[src/rtl/imasr_pkg.sv]
package imasr_pkg;

  // ----------------------------------------------------------------
  // sizes
  // ----------------------------------------------------------------
  localparam int GROUPS      = 8;
  localparam int INT_REGS    = 4;
  localparam int APB_ADDR_W  = 16;
  localparam int APB_DATA_W  = 32;
  localparam int REG_W       = 16;

  // ----------------------------------------------------------------
  // register indices (byte address is four times the index)
  // ----------------------------------------------------------------
  localparam logic [13:0] IDX_TX_RATE_INT0  = 14'h0404;
  localparam logic [13:0] IDX_GRP_OVF_EN    = 14'h040b;
  localparam logic [13:0] IDX_RX_FIFO_OVF_EN = 14'h040c;
  localparam logic [13:0] IDX_GEN_STATUS_EN = 14'h040d;
  localparam logic [13:0] IDX_GEN_STATUS    = 14'h040e;
  localparam logic [13:0] IDX_CTR_XFER_CMD  = 14'h040f;

  // ----------------------------------------------------------------
  // reset values
  // ----------------------------------------------------------------
  localparam logic [15:0] RST_TX_RATE_INT   = 16'h0c0c;
  localparam logic [15:0] RST_GRP_OVF_EN    = 16'h0000;
  localparam logic [15:0] RST_RX_FIFO_OVF_EN = 16'h0000;
  localparam logic [15:0] RST_GEN_STATUS_EN = 16'h0000;
  localparam logic [15:0] RST_GEN_STATUS    = 16'h0000;
  localparam logic [15:0] RST_CTR_XFER_CMD  = 16'h0080;

  // ----------------------------------------------------------------
  // field positions
  // ----------------------------------------------------------------
  localparam int TRI_LO_POS      = 0;
  localparam int TRI_HI_POS      = 8;
  localparam int GS_OUT_CLK_BIT  = 3;
  localparam int GS_IN_CLK_BIT   = 2;
  localparam int GS_TX_FIFO_BIT  = 1;
  localparam int GS_CELL_MEM_BIT = 0;
  localparam int GS_BITS         = 4;
  localparam int CTC_RSVD11      = 11;
  localparam int CTC_LATCH_NOW   = 10;
  localparam int CTC_MODE_LO     = 8;
  localparam int CTC_DONE        = 7;
  localparam int CTC_TOGGLE      = 6;
  localparam int CTC_RSVD4       = 4;
  localparam int CTC_EN_VAL      = 3;
  localparam int CTC_DIR         = 2;
  localparam int CTC_CMD_LO      = 0;

  // ----------------------------------------------------------------
  // codes
  // ----------------------------------------------------------------
  localparam logic [1:0] CMD_CLEAR_ALL = 2'h0;
  localparam logic [1:0] CMD_VALUE     = 2'h1;
  localparam logic [1:0] CMD_ENABLE    = 2'h2;
  localparam logic [1:0] CMD_UNUSED    = 2'h3;
  localparam logic [1:0] LATCH_OFF     = 2'h0;
  localparam logic [1:0] LATCH_EACH    = 2'h1;
  localparam logic [1:0] LATCH_DIV     = 2'h2;
  localparam logic [1:0] LATCH_SW      = 2'h3;
  localparam logic [3:0] PERIOD_CODE_RSVD = 4'hf;
  localparam logic [3:0] PERIOD_CODE_MAX  = 4'he;

  // ----------------------------------------------------------------
  // timing
  // ----------------------------------------------------------------
  localparam int PERIOD_BASE_LOG2     = 8;
  localparam int LATCH_DIV_EDGES      = 8000;
  localparam int CLK_PERIOD_PS        = 4000;
  localparam int CELL_CLK_TIMEOUT_NS  = 1000;
  localparam int CELL_CLK_TIMEOUT_CYC =
    (CELL_CLK_TIMEOUT_NS * 1000) / CLK_PERIOD_PS;

  typedef enum logic {
    XFER_IDLE,
    XFER_BUSY
  } imasr_xfer_state_t;

endpackage

[src/rtl/imasr_period_timer.sv]
`timescale 1ns/1ps
`default_nettype none
module imasr_period_timer
  import imasr_pkg::*;
#(
  parameter int BASE_LOG2 = PERIOD_BASE_LOG2
) (
  input  wire logic       ref_clk_in,   // device clock
  input  wire logic       rst_n_in,     // sync reset, active low
  input  wire logic       clk_en_in,    // freezes state while low
  input  wire logic [3:0] code_in,      // integration period code
  output logic            tick_out      // pulse at end of each period
);

  localparam int CNT_W = BASE_LOG2 + 14;

  if (BASE_LOG2 < 1 || BASE_LOG2 > 16) begin : g_chk
    $error("imasr_period_timer: BASE_LOG2 out of range");
  end

  logic [CNT_W-1:0] count;
  logic [3:0]       eff_code;
  logic [5:0]       shift_amt;
  logic [CNT_W-1:0] last_val;
  logic             at_end;

  // reserved code runs at the longest period
  assign eff_code  = (code_in == PERIOD_CODE_RSVD) ? PERIOD_CODE_MAX
                                                   : code_in;
  assign shift_amt = 6'(BASE_LOG2) + {2'h0, eff_code};
  assign last_val  = ~({CNT_W{1'b1}} << shift_amt);
  // a shortened period after a code change ends at once
  assign at_end    = (count >= last_val);

  always_ff @(posedge ref_clk_in) begin
    if (!rst_n_in) begin
      count    <= '0;
      tick_out <= 1'b0;
    end else if (clk_en_in) begin
      count    <= at_end ? '0 : count + 1'b1;
      tick_out <= at_end;
    end
  end

endmodule
`default_nettype wire

[src/rtl/imasr_regs.sv]
`timescale 1ns/1ps
`default_nettype none
module imasr_regs
  import imasr_pkg::*;
#(
  parameter int PERIOD_BASE = PERIOD_BASE_LOG2,
  parameter int CLK_TIMEOUT = CELL_CLK_TIMEOUT_CYC,
  parameter int LATCH_EDGES = LATCH_DIV_EDGES
) (
  input  wire logic                  ref_clk_in,        // 250 MHz clock
  input  wire logic                  rst_n_in,          // sync, active low
  input  wire logic                  clk_en_in,         // state frozen low
  input  wire logic                  psel_in,           // apb select
  input  wire logic                  penable_in,        // apb enable
  input  wire logic                  pwrite_in,         // apb direction
  input  wire logic [APB_ADDR_W-1:0] paddr_in,          // apb byte address
  input  wire logic [APB_DATA_W-1:0] pwdata_in,         // apb write data
  output logic      [APB_DATA_W-1:0] prdata_out,        // apb read data
  output logic                       pready_out,        // apb ready
  output logic                       pslverr_out,       // unmapped access
  input  wire logic [GROUPS-1:0]     grp_ovf_status_in, // group ovf status
  input  wire logic [GROUPS-1:0]     rx_fifo_ovf_in,    // rx fifo ovf status
  input  wire logic [GROUPS-1:0]     tx_fifo_ovf_in,    // tx fifo ovf events
  input  wire logic                  cell_mem_full_in,  // no free tx cell
  input  wire logic                  cell_out_clk_in,   // cell out clk pin
  input  wire logic                  cell_in_clk_in,    // cell in clk pin
  input  wire logic                  latch_clk_in,      // latch clock pin
  input  wire logic                  ctr_xfer_done_in,  // transfer finished
  output logic                       irq_out,           // interrupt request
  output logic      [GROUPS-1:0]     int_tick_out,      // period ends
  output logic                       ctr_xfer_req_out,  // transfer request
  output logic      [1:0]            ctr_xfer_cmd_out,  // transfer command
  output logic                       ctr_xfer_dir_out,  // transfer direction
  output logic                       ctr_xfer_en_out,   // enable value
  output logic                       ctr_latch_out      // latch counters
);

  if (CLK_TIMEOUT < 2 || CLK_TIMEOUT > 65535 ||
      LATCH_EDGES < 1 || LATCH_EDGES > 65535) begin : g_chk
    $error("imasr_regs: timeout or latch divider out of range");
  end

  // ----------------------------------------------------------------
  // apb decode
  // ----------------------------------------------------------------
  logic [13:0] idx;
  logic        aligned;
  logic [3:0]  hit_int;
  logic        hit_grp_en;
  logic        hit_rx_en;
  logic        hit_gs_en;
  logic        hit_gs;
  logic        hit_ctc;
  logic        mapped;
  logic        setup;
  logic        access;
  logic        wr;
  logic [15:0] wdata;

  assign idx        = paddr_in[15:2];
  assign aligned    = (paddr_in[1:0] == 2'h0);
  assign hit_grp_en = aligned && (idx == IDX_GRP_OVF_EN);
  assign hit_rx_en  = aligned && (idx == IDX_RX_FIFO_OVF_EN);
  assign hit_gs_en  = aligned && (idx == IDX_GEN_STATUS_EN);
  assign hit_gs     = aligned && (idx == IDX_GEN_STATUS);
  assign hit_ctc    = aligned && (idx == IDX_CTR_XFER_CMD);
  assign mapped     = (|hit_int) || hit_grp_en || hit_rx_en ||
                      hit_gs_en || hit_gs || hit_ctc;
  assign setup      = psel_in && !penable_in;
  assign access     = psel_in && penable_in;
  assign wr         = access && pwrite_in && mapped && clk_en_in;
  assign wdata      = pwdata_in[15:0];
  assign pready_out  = 1'b1;
  assign pslverr_out = access && !mapped;

  // ----------------------------------------------------------------
  // integration period codes
  // ----------------------------------------------------------------
  logic [3:0]  period_code [GROUPS];
  logic [15:0] int_rd      [INT_REGS];

  for (genvar k = 0; k < INT_REGS; k++) begin : g_int
    assign hit_int[k] = aligned && (idx == IDX_TX_RATE_INT0 + 14'(k));
    assign int_rd[k]  = {4'h0, period_code[k + INT_REGS],
                         4'h0, period_code[k]};
  end

  for (genvar g = 0; g < GROUPS; g++) begin : g_grp
    localparam int REG = g % INT_REGS;
    localparam int POS = (g < INT_REGS) ? TRI_LO_POS : TRI_HI_POS;

    always_ff @(posedge ref_clk_in) begin
      if (!rst_n_in) begin
        period_code[g] <= RST_TX_RATE_INT[POS +: 4];
      end else if (wr && hit_int[REG]) begin
        period_code[g] <= wdata[POS +: 4];
      end
    end

    imasr_period_timer #(
      .BASE_LOG2 (PERIOD_BASE)
    ) u_timer (
      .ref_clk_in (ref_clk_in),
      .rst_n_in   (rst_n_in),
      .clk_en_in  (clk_en_in),
      .code_in    (period_code[g]),
      .tick_out   (int_tick_out[g])
    );
  end

  // ----------------------------------------------------------------
  // interrupt enables
  // ----------------------------------------------------------------
  logic [GROUPS-1:0]  grp_en;
  logic [GROUPS-1:0]  rx_en;
  logic [GS_BITS-1:0] gs_en;

  always_ff @(posedge ref_clk_in) begin
    if (!rst_n_in) begin
      grp_en <= RST_GRP_OVF_EN[GROUPS-1:0];
      rx_en  <= RST_RX_FIFO_OVF_EN[GROUPS-1:0];
      gs_en  <= RST_GEN_STATUS_EN[GS_BITS-1:0];
    end else if (wr) begin
      if (hit_grp_en) grp_en <= wdata[GROUPS-1:0];
      if (hit_rx_en)  rx_en  <= wdata[GROUPS-1:0];
      if (hit_gs_en)  gs_en  <= wdata[GS_BITS-1:0];
    end
  end

  // ----------------------------------------------------------------
  // cell interface clock monitors
  // ----------------------------------------------------------------
  logic [1:0] clk_pin;
  logic [1:0] clk_fault;

  assign clk_pin = {cell_out_clk_in, cell_in_clk_in};

  for (genvar c = 0; c < 2; c++) begin : g_mon
    logic        sync1;
    logic        sync2;
    logic        sync3;
    logic [15:0] idle_cnt;

    always_ff @(posedge ref_clk_in) begin
      if (!rst_n_in) begin
        sync1    <= 1'b0;
        sync2    <= 1'b0;
        sync3    <= 1'b0;
        idle_cnt <= '0;
      end else if (clk_en_in) begin
        sync1 <= clk_pin[c];
        sync2 <= sync1;
        sync3 <= sync2;
        if (sync2 && !sync3) begin
          idle_cnt <= '0;
        end else if (idle_cnt != 16'(CLK_TIMEOUT)) begin
          idle_cnt <= idle_cnt + 16'h0001;
        end
      end
    end

    // no rising edge within the timeout: missing or too slow
    assign clk_fault[c] = (idle_cnt == 16'(CLK_TIMEOUT));
  end

  // ----------------------------------------------------------------
  // general status
  // ----------------------------------------------------------------
  logic [GS_BITS-1:0] gen_status;
  logic [GS_BITS-1:0] gs_set;
  logic [GS_BITS-1:0] gs_clr;
  logic [GS_BITS-1:0] next_gen_status;

  assign gs_set[GS_OUT_CLK_BIT]  = clk_fault[1];
  assign gs_set[GS_IN_CLK_BIT]   = clk_fault[0];
  assign gs_set[GS_TX_FIFO_BIT]  = |tx_fifo_ovf_in;
  assign gs_set[GS_CELL_MEM_BIT] = cell_mem_full_in;
  // only written zeros clear; set beats a clear in the same cycle
  assign gs_clr = (wr && hit_gs) ? ~wdata[GS_BITS-1:0]
                                 : '0;
  assign next_gen_status = (gen_status & ~gs_clr) | gs_set;

  always_ff @(posedge ref_clk_in) begin
    if (!rst_n_in) begin
      gen_status <= RST_GEN_STATUS[GS_BITS-1:0];
    end else if (clk_en_in) begin
      gen_status <= next_gen_status;
    end
  end

  // ----------------------------------------------------------------
  // counter transfer command
  // ----------------------------------------------------------------
  imasr_xfer_state_t xfer_state;
  logic              rsvd11;
  logic              latch_now;
  logic [1:0]        latch_mode;
  logic              toggle;
  logic              rsvd4;
  logic              en_val;
  logic              xfer_dir;
  logic [1:0]        xfer_cmd;
  logic              ctc_wr;
  logic [1:0]        w_mode;
  logic [1:0]        w_cmd;
  logic              sw_latch;
  logic              start_xfer;
  logic              xfer_done;
  logic [15:0]       ctc_rd;

  assign ctc_wr     = wr && hit_ctc;
  assign w_mode     = wdata[CTC_MODE_LO +: 2];
  assign w_cmd      = wdata[CTC_CMD_LO +: 2];
  assign sw_latch   = ctc_wr && wdata[CTC_LATCH_NOW] && !latch_now &&
                      (w_mode == LATCH_SW);
  assign start_xfer = ctc_wr && (xfer_state == XFER_IDLE) &&
                      (w_cmd != CMD_UNUSED);
  assign xfer_done  = (xfer_state == XFER_IDLE);
  assign ctc_rd     = {4'h0, rsvd11, latch_now, latch_mode, xfer_done,
                       toggle, 1'b0, rsvd4, en_val, xfer_dir, xfer_cmd};

  always_ff @(posedge ref_clk_in) begin
    if (!rst_n_in) begin
      rsvd11     <= RST_CTR_XFER_CMD[CTC_RSVD11];
      latch_now  <= RST_CTR_XFER_CMD[CTC_LATCH_NOW];
      latch_mode <= RST_CTR_XFER_CMD[CTC_MODE_LO +: 2];
      rsvd4      <= RST_CTR_XFER_CMD[CTC_RSVD4];
      en_val     <= RST_CTR_XFER_CMD[CTC_EN_VAL];
      xfer_dir   <= RST_CTR_XFER_CMD[CTC_DIR];
      xfer_cmd   <= RST_CTR_XFER_CMD[CTC_CMD_LO +: 2];
    end else if (ctc_wr) begin
      rsvd11     <= wdata[CTC_RSVD11];
      latch_now  <= wdata[CTC_LATCH_NOW];
      latch_mode <= w_mode;
      rsvd4      <= wdata[CTC_RSVD4];
      en_val     <= wdata[CTC_EN_VAL];
      xfer_dir   <= wdata[CTC_DIR];
      xfer_cmd   <= w_cmd;
    end
  end

  // toggles on every register write
  always_ff @(posedge ref_clk_in) begin
    if (!rst_n_in) begin
      toggle <= RST_CTR_XFER_CMD[CTC_TOGGLE];
    end else if (wr) begin
      toggle <= !toggle;
    end
  end

  always_ff @(posedge ref_clk_in) begin
    if (!rst_n_in) begin
      xfer_state       <= XFER_IDLE;
      ctr_xfer_req_out <= 1'b0;
      ctr_xfer_cmd_out <= CMD_CLEAR_ALL;
      ctr_xfer_dir_out <= 1'b0;
      ctr_xfer_en_out  <= 1'b0;
    end else if (clk_en_in) begin
      ctr_xfer_req_out <= start_xfer;
      case (xfer_state)
        XFER_IDLE: begin
          if (start_xfer) begin
            xfer_state       <= XFER_BUSY;
            ctr_xfer_cmd_out <= w_cmd;
            ctr_xfer_dir_out <= wdata[CTC_DIR];
            ctr_xfer_en_out  <= wdata[CTC_EN_VAL];
          end
        end
        XFER_BUSY: begin
          if (ctr_xfer_done_in) begin
            xfer_state <= XFER_IDLE;
          end
        end
        default: begin
          xfer_state <= XFER_IDLE;
        end
      endcase
    end
  end

  // ----------------------------------------------------------------
  // counter latch timing
  // ----------------------------------------------------------------
  logic        lclk_s1;
  logic        lclk_s2;
  logic        lclk_s3;
  logic        lclk_rise;
  logic [15:0] lclk_cnt;
  logic        lclk_wrap;
  logic        latch_pulse;

  assign lclk_rise   = lclk_s2 && !lclk_s3;
  assign lclk_wrap   = (lclk_cnt == 16'(LATCH_EDGES - 1));
  assign latch_pulse = sw_latch ||
                       (lclk_rise && (latch_mode == LATCH_EACH)) ||
                       (lclk_rise && (latch_mode == LATCH_DIV) &&
                        lclk_wrap);

  always_ff @(posedge ref_clk_in) begin
    if (!rst_n_in) begin
      lclk_s1       <= 1'b0;
      lclk_s2       <= 1'b0;
      lclk_s3       <= 1'b0;
      lclk_cnt      <= '0;
      ctr_latch_out <= 1'b0;
    end else if (clk_en_in) begin
      lclk_s1       <= latch_clk_in;
      lclk_s2       <= lclk_s1;
      lclk_s3       <= lclk_s2;
      ctr_latch_out <= latch_pulse;
      if (latch_mode != LATCH_DIV) begin
        lclk_cnt <= '0;
      end else if (lclk_rise) begin
        lclk_cnt <= lclk_wrap ? '0 : lclk_cnt + 16'h0001;
      end
    end
  end

  // ----------------------------------------------------------------
  // read data and interrupt
  // ----------------------------------------------------------------
  logic [15:0] rd_int;
  logic [15:0] rd_val;
  logic        irq_any;

  assign rd_int = hit_int[0] ? int_rd[0] :
                  hit_int[1] ? int_rd[1] :
                  hit_int[2] ? int_rd[2] :
                  hit_int[3] ? int_rd[3] : 16'h0000;
  assign rd_val = (|hit_int)  ? rd_int :
                  hit_grp_en  ? {8'h00, grp_en} :
                  hit_rx_en   ? {8'h00, rx_en} :
                  hit_gs_en   ? {12'h000, gs_en} :
                  hit_gs      ? {12'h000, gen_status} :
                  hit_ctc     ? ctc_rd : 16'h0000;
  assign irq_any = (|(grp_ovf_status_in & grp_en)) ||
                   (|(rx_fifo_ovf_in & rx_en)) ||
                   (|(gen_status & gs_en));

  always_ff @(posedge ref_clk_in) begin
    if (!rst_n_in) begin
      prdata_out <= '0;
      irq_out    <= 1'b0;
    end else if (clk_en_in) begin
      if (setup && !pwrite_in) begin
        prdata_out <= {16'h0000, rd_val};
      end
      irq_out <= irq_any;
    end
  end

endmodule
`default_nettype wire

[config.mk]
export PLATFORM = sky130hd
export DESIGN_NAME = imasr_regs
export DESIGN_NICKNAME = d
export VERILOG_FILES = /design/src/rtl/imasr_pkg.sv /design/src/rtl/imasr_period_timer.sv /design/src/rtl/imasr_regs.sv
export SDC_FILE = /design/constraint.sdc
export NUM_CORES = 1
export LEC_CHECK = 0
export ABC_AREA = 1
export BUFFER_PORTS_ARGS = -buffer_cell sky130_fd_sc_hd__buf_2
export CAP_MARGIN = 20
export CORE_UTILIZATION = 62
export DETAILED_ROUTE_END_ITERATION = 6
export GPL_ROUTABILITY_DRIVEN = 0
export GPL_TIMING_DRIVEN = 0
export PLACE_DENSITY_LB_ADDON = 0.2
export SYNTH_ARGS = -nofsm -noshare
export SYNTH_HDL_FRONTEND = slang
export SYNTH_SLANG_ARGS = --single-unit
[constraint.sdc]
create_clock -name ref_clk_in -period 3.15 [get_ports ref_clk_in]
set_clock_uncertainty 0.2 [all_clocks]
set_input_delay 0.1575 -clock ref_clk_in [delete_from_list [all_inputs] [get_ports ref_clk_in]]
set_output_delay 0.1575 -clock ref_clk_in [all_outputs]
set_load 0.02 [all_outputs]
==> run metrics <==
pre-CTS WS 0.0255 ns; setup TNS 0 ns; #FFs+latches synth 327; via count 19300; Ports 132; CP Launch Type register; Pre-antenna DRT Iters 6; Rel. slew slack 27.3%; total clock buffers created by CTS 37; Register-to-Register Path Depth 13; Placeable Area 0.0316 mm2; total wire length 54500 um; wire length per cell 16.1 um; Clock Path Buffers 3; Final HPWL DP 40500 um; Die ar. 0.0327 mm2; WP data required 3.41 ns; Worst-Skew Late Latency 0.55 ns; number of flops mapped to enable cells by yosys 32; die height 181 um; Synthesis Warnings 0; fin nets 3192; Mapped Area 0.0198 mm2; worst hold stages 4; Yosys cell types 59; first-pass GRT wire length 89500 um; setup ws final 0.217 ns; critical path capture point type register; IO Port Bufs 89; cell chain of the critical path or2_2 > o21ai_0 > ha_1 > nand2_1 > inv_1 > o21ai_0 > a21oi_1 > nor2_1 > nand3_1 > nand2_1 > nand2_2 > buf_4 > nor2_1; post-synth top area share 29.8%; 1st-iter DRT viols 1548; most common cell after layout, fill and taps aside nand2_1; vias in the first global route 18300; Tot GR Track Use 33.4%; pwr dens 417 mW/mm2; residual overflow from global routing 0; part of the Yosys area used for sequential elements 34.6%; Syn Inst Count 2774; Hold Crit Class in2reg; Max-Cap Viols 0; Via density 5.70; final non-filler cell area 0.0224 mm2; ys async rst share 0%; Syn-to-layout area delta 13.0%; Leak 9.35 nW; Residual DRC 0; final-report hold violation count 0; cell area after placement 0.0209 mm2; data arrival time of the worst path 3.20 ns; CP max-delay cell edfxtp_1; Initial Util 62.9%; CTS tree yes; Final ANT Viol Nets 0; CTS Sinks 327; number of diodes 0; run status finished clean; most frequent cells in the layout nand2_1, nor2_1, dfxtp_1, inv_1, a21oi_1; antenna violations before repair 0; Rows 65; ys flop type dfxtp_1; ranking of synthesized cells by area dfxtp_1, nand2_1, ha_1; PnR Total Power 0.00935 W; share of post-route cells with drive strength above 1 10.1%; Clock Tree Root clkbuf_16; CTS H-tree lvls 2; Tmin final 2.93 ns; setup violators final 0; CP max stage delay 0.53 ns; Setup CP Type reg2reg; Max VDD drop 0.466 mV; Tcrit/Tclk final 93.1%; Max Slew Vio Count 0; Die X 181 um; Syn Area/Cell 7.15 um2; Max Freq 341 MHz; Yosys top cell by area dfxtp_1; Reg clk slew, reported paths 0.06 ns; Slew @ Worst Pin 1.09 ns; CP Max Fanout 10; pin count of the biggest net entering global routing 15; WHS 0.0276 ns
## repair_timing
item                                    CTS  global route
endpoints found under the setup margin    1            86
hold buffers                             29             0
endpoints found under the hold margin    75             0
gates resized for setup                   1            15
buffers inserted                          0             1
## worst paths after layout
check / start / to / slack, ns
worst max-delay path: period_code[0][13]$_SDFFCE_PN0P_ / g_grp[3].u_timer.count[17]$_SDFFE_PN0P_ / 0.22
worst min-delay path: paddr_in[3] / gs_en[3]$_SDFFE_PN0P_ / 0.03
worst max register to register: period_code[0][13]$_SDFFCE_PN0P_ / g_grp[3].u_timer.count[17]$_SDFFE_PN0P_ / 0.22
worst min register to register: ctr_xfer_en_out$_SDFFE_PN0P_ / ctr_xfer_en_out$_SDFFE_PN0P_ / 0.25
## through the flow
stage / utilization, % / cells
final: 71.0 / 3390
after global placement: 66.3 / 3300
after detailed placement: 66.3 / 3300
after global routing: 71.0 / 3390
after CTS: 71.0 / 3396
after floorplan: - / 2809
## power by group
part | leakage, nW | internal [W] | switching (W)
Clock | 0.596 | 0.00253 | 0.00180
Combinational | 6.06 | 0.000215 | 0.000469
Sequential | 2.70 | 0.00426 | 0.0000771
Total | 9.35 | 0.00700 | 0.00235
## routing by layer
metal / wire length (um) / global-route usage, %
met1: 22500 / 42.2
met2: 24900 / 55.6
met3: 4330 / 5.08
met4: 2800 / 16.5
met5: 0 / 0
## synthesized netlist by cell type, drive strengths merged, types with 4 or more instances
cell type  number
nand2         588
nor2          431
dfxtp         295
inv           289
a21oi         203
ha            149
o21ai         133
nand3         125
nand4          87
nor3           86
xor2           80
buf            54
clkbuf         45
edfxtp         32
xnor2          27
nand3b         20
nor3b          19
a211oi         18
o22ai          13
nor4           10
o31ai          10
or2            10
a31oi           8
o211ai          7
and3            5
o2111ai         5
a21o            4
o21bai          4
## critical path: cells and delay by family, from the launching register on
kind / cells / cell delay (ns)
buf+inv: 2 / 0.33
simple gates: 7 / 1.16
fa+ha+maj: 1 / 0.25
compound gates: 3 / 0.38
flops: 1 / 0.53
## sequential cells by signal (all words and copies together) (netlist names), 2 cells and up
signal	flops
g_grp.u_timer.count	176
period_code	32
g_mon.sync2	2
g_mon.sync3	2
ctr_xfer_cmd_out	2
gs_en	4
rx_en	8
latch_mode	2
g_grp.u_timer.tick_out	8
gen_status	4
g_mon.sync1	2
xfer_cmd	2
g_mon.idle_cnt	32
grp_en	8
prdata_out	12
lclk_cnt	16
## final cells by class
type | instances | area, um2
Multi-Input combinational cell | 2091 | 11500
Fill cell | 2627 | 9140
Sequential cell | 327 | 6870
Inverter | 292 | 1100
Clock buffer | 52 | 1060
Timing Repair Buffer | 121 | 753
Buffer | 90 | 519
Tap cell | 402 | 503
Clock inverter | 15 | 138
## kinds of logic (layout without fill, tap and decap cells)
kind of cell    Yosys count  in the layout  share of synthesized area (%)
xor+xnor                107            107                           4.72
buf+inv                 391            570                           8.26
mux                       1              1                         0.0505
flops                   327            327                           34.6
other cells               2             37                         0.0379
compound gates          412            412                           11.4
simple gates           1385           1385                           31.5
fa+ha+maj               149            149                           9.40
No activity file was read; power rests on OpenSTA's default activity.
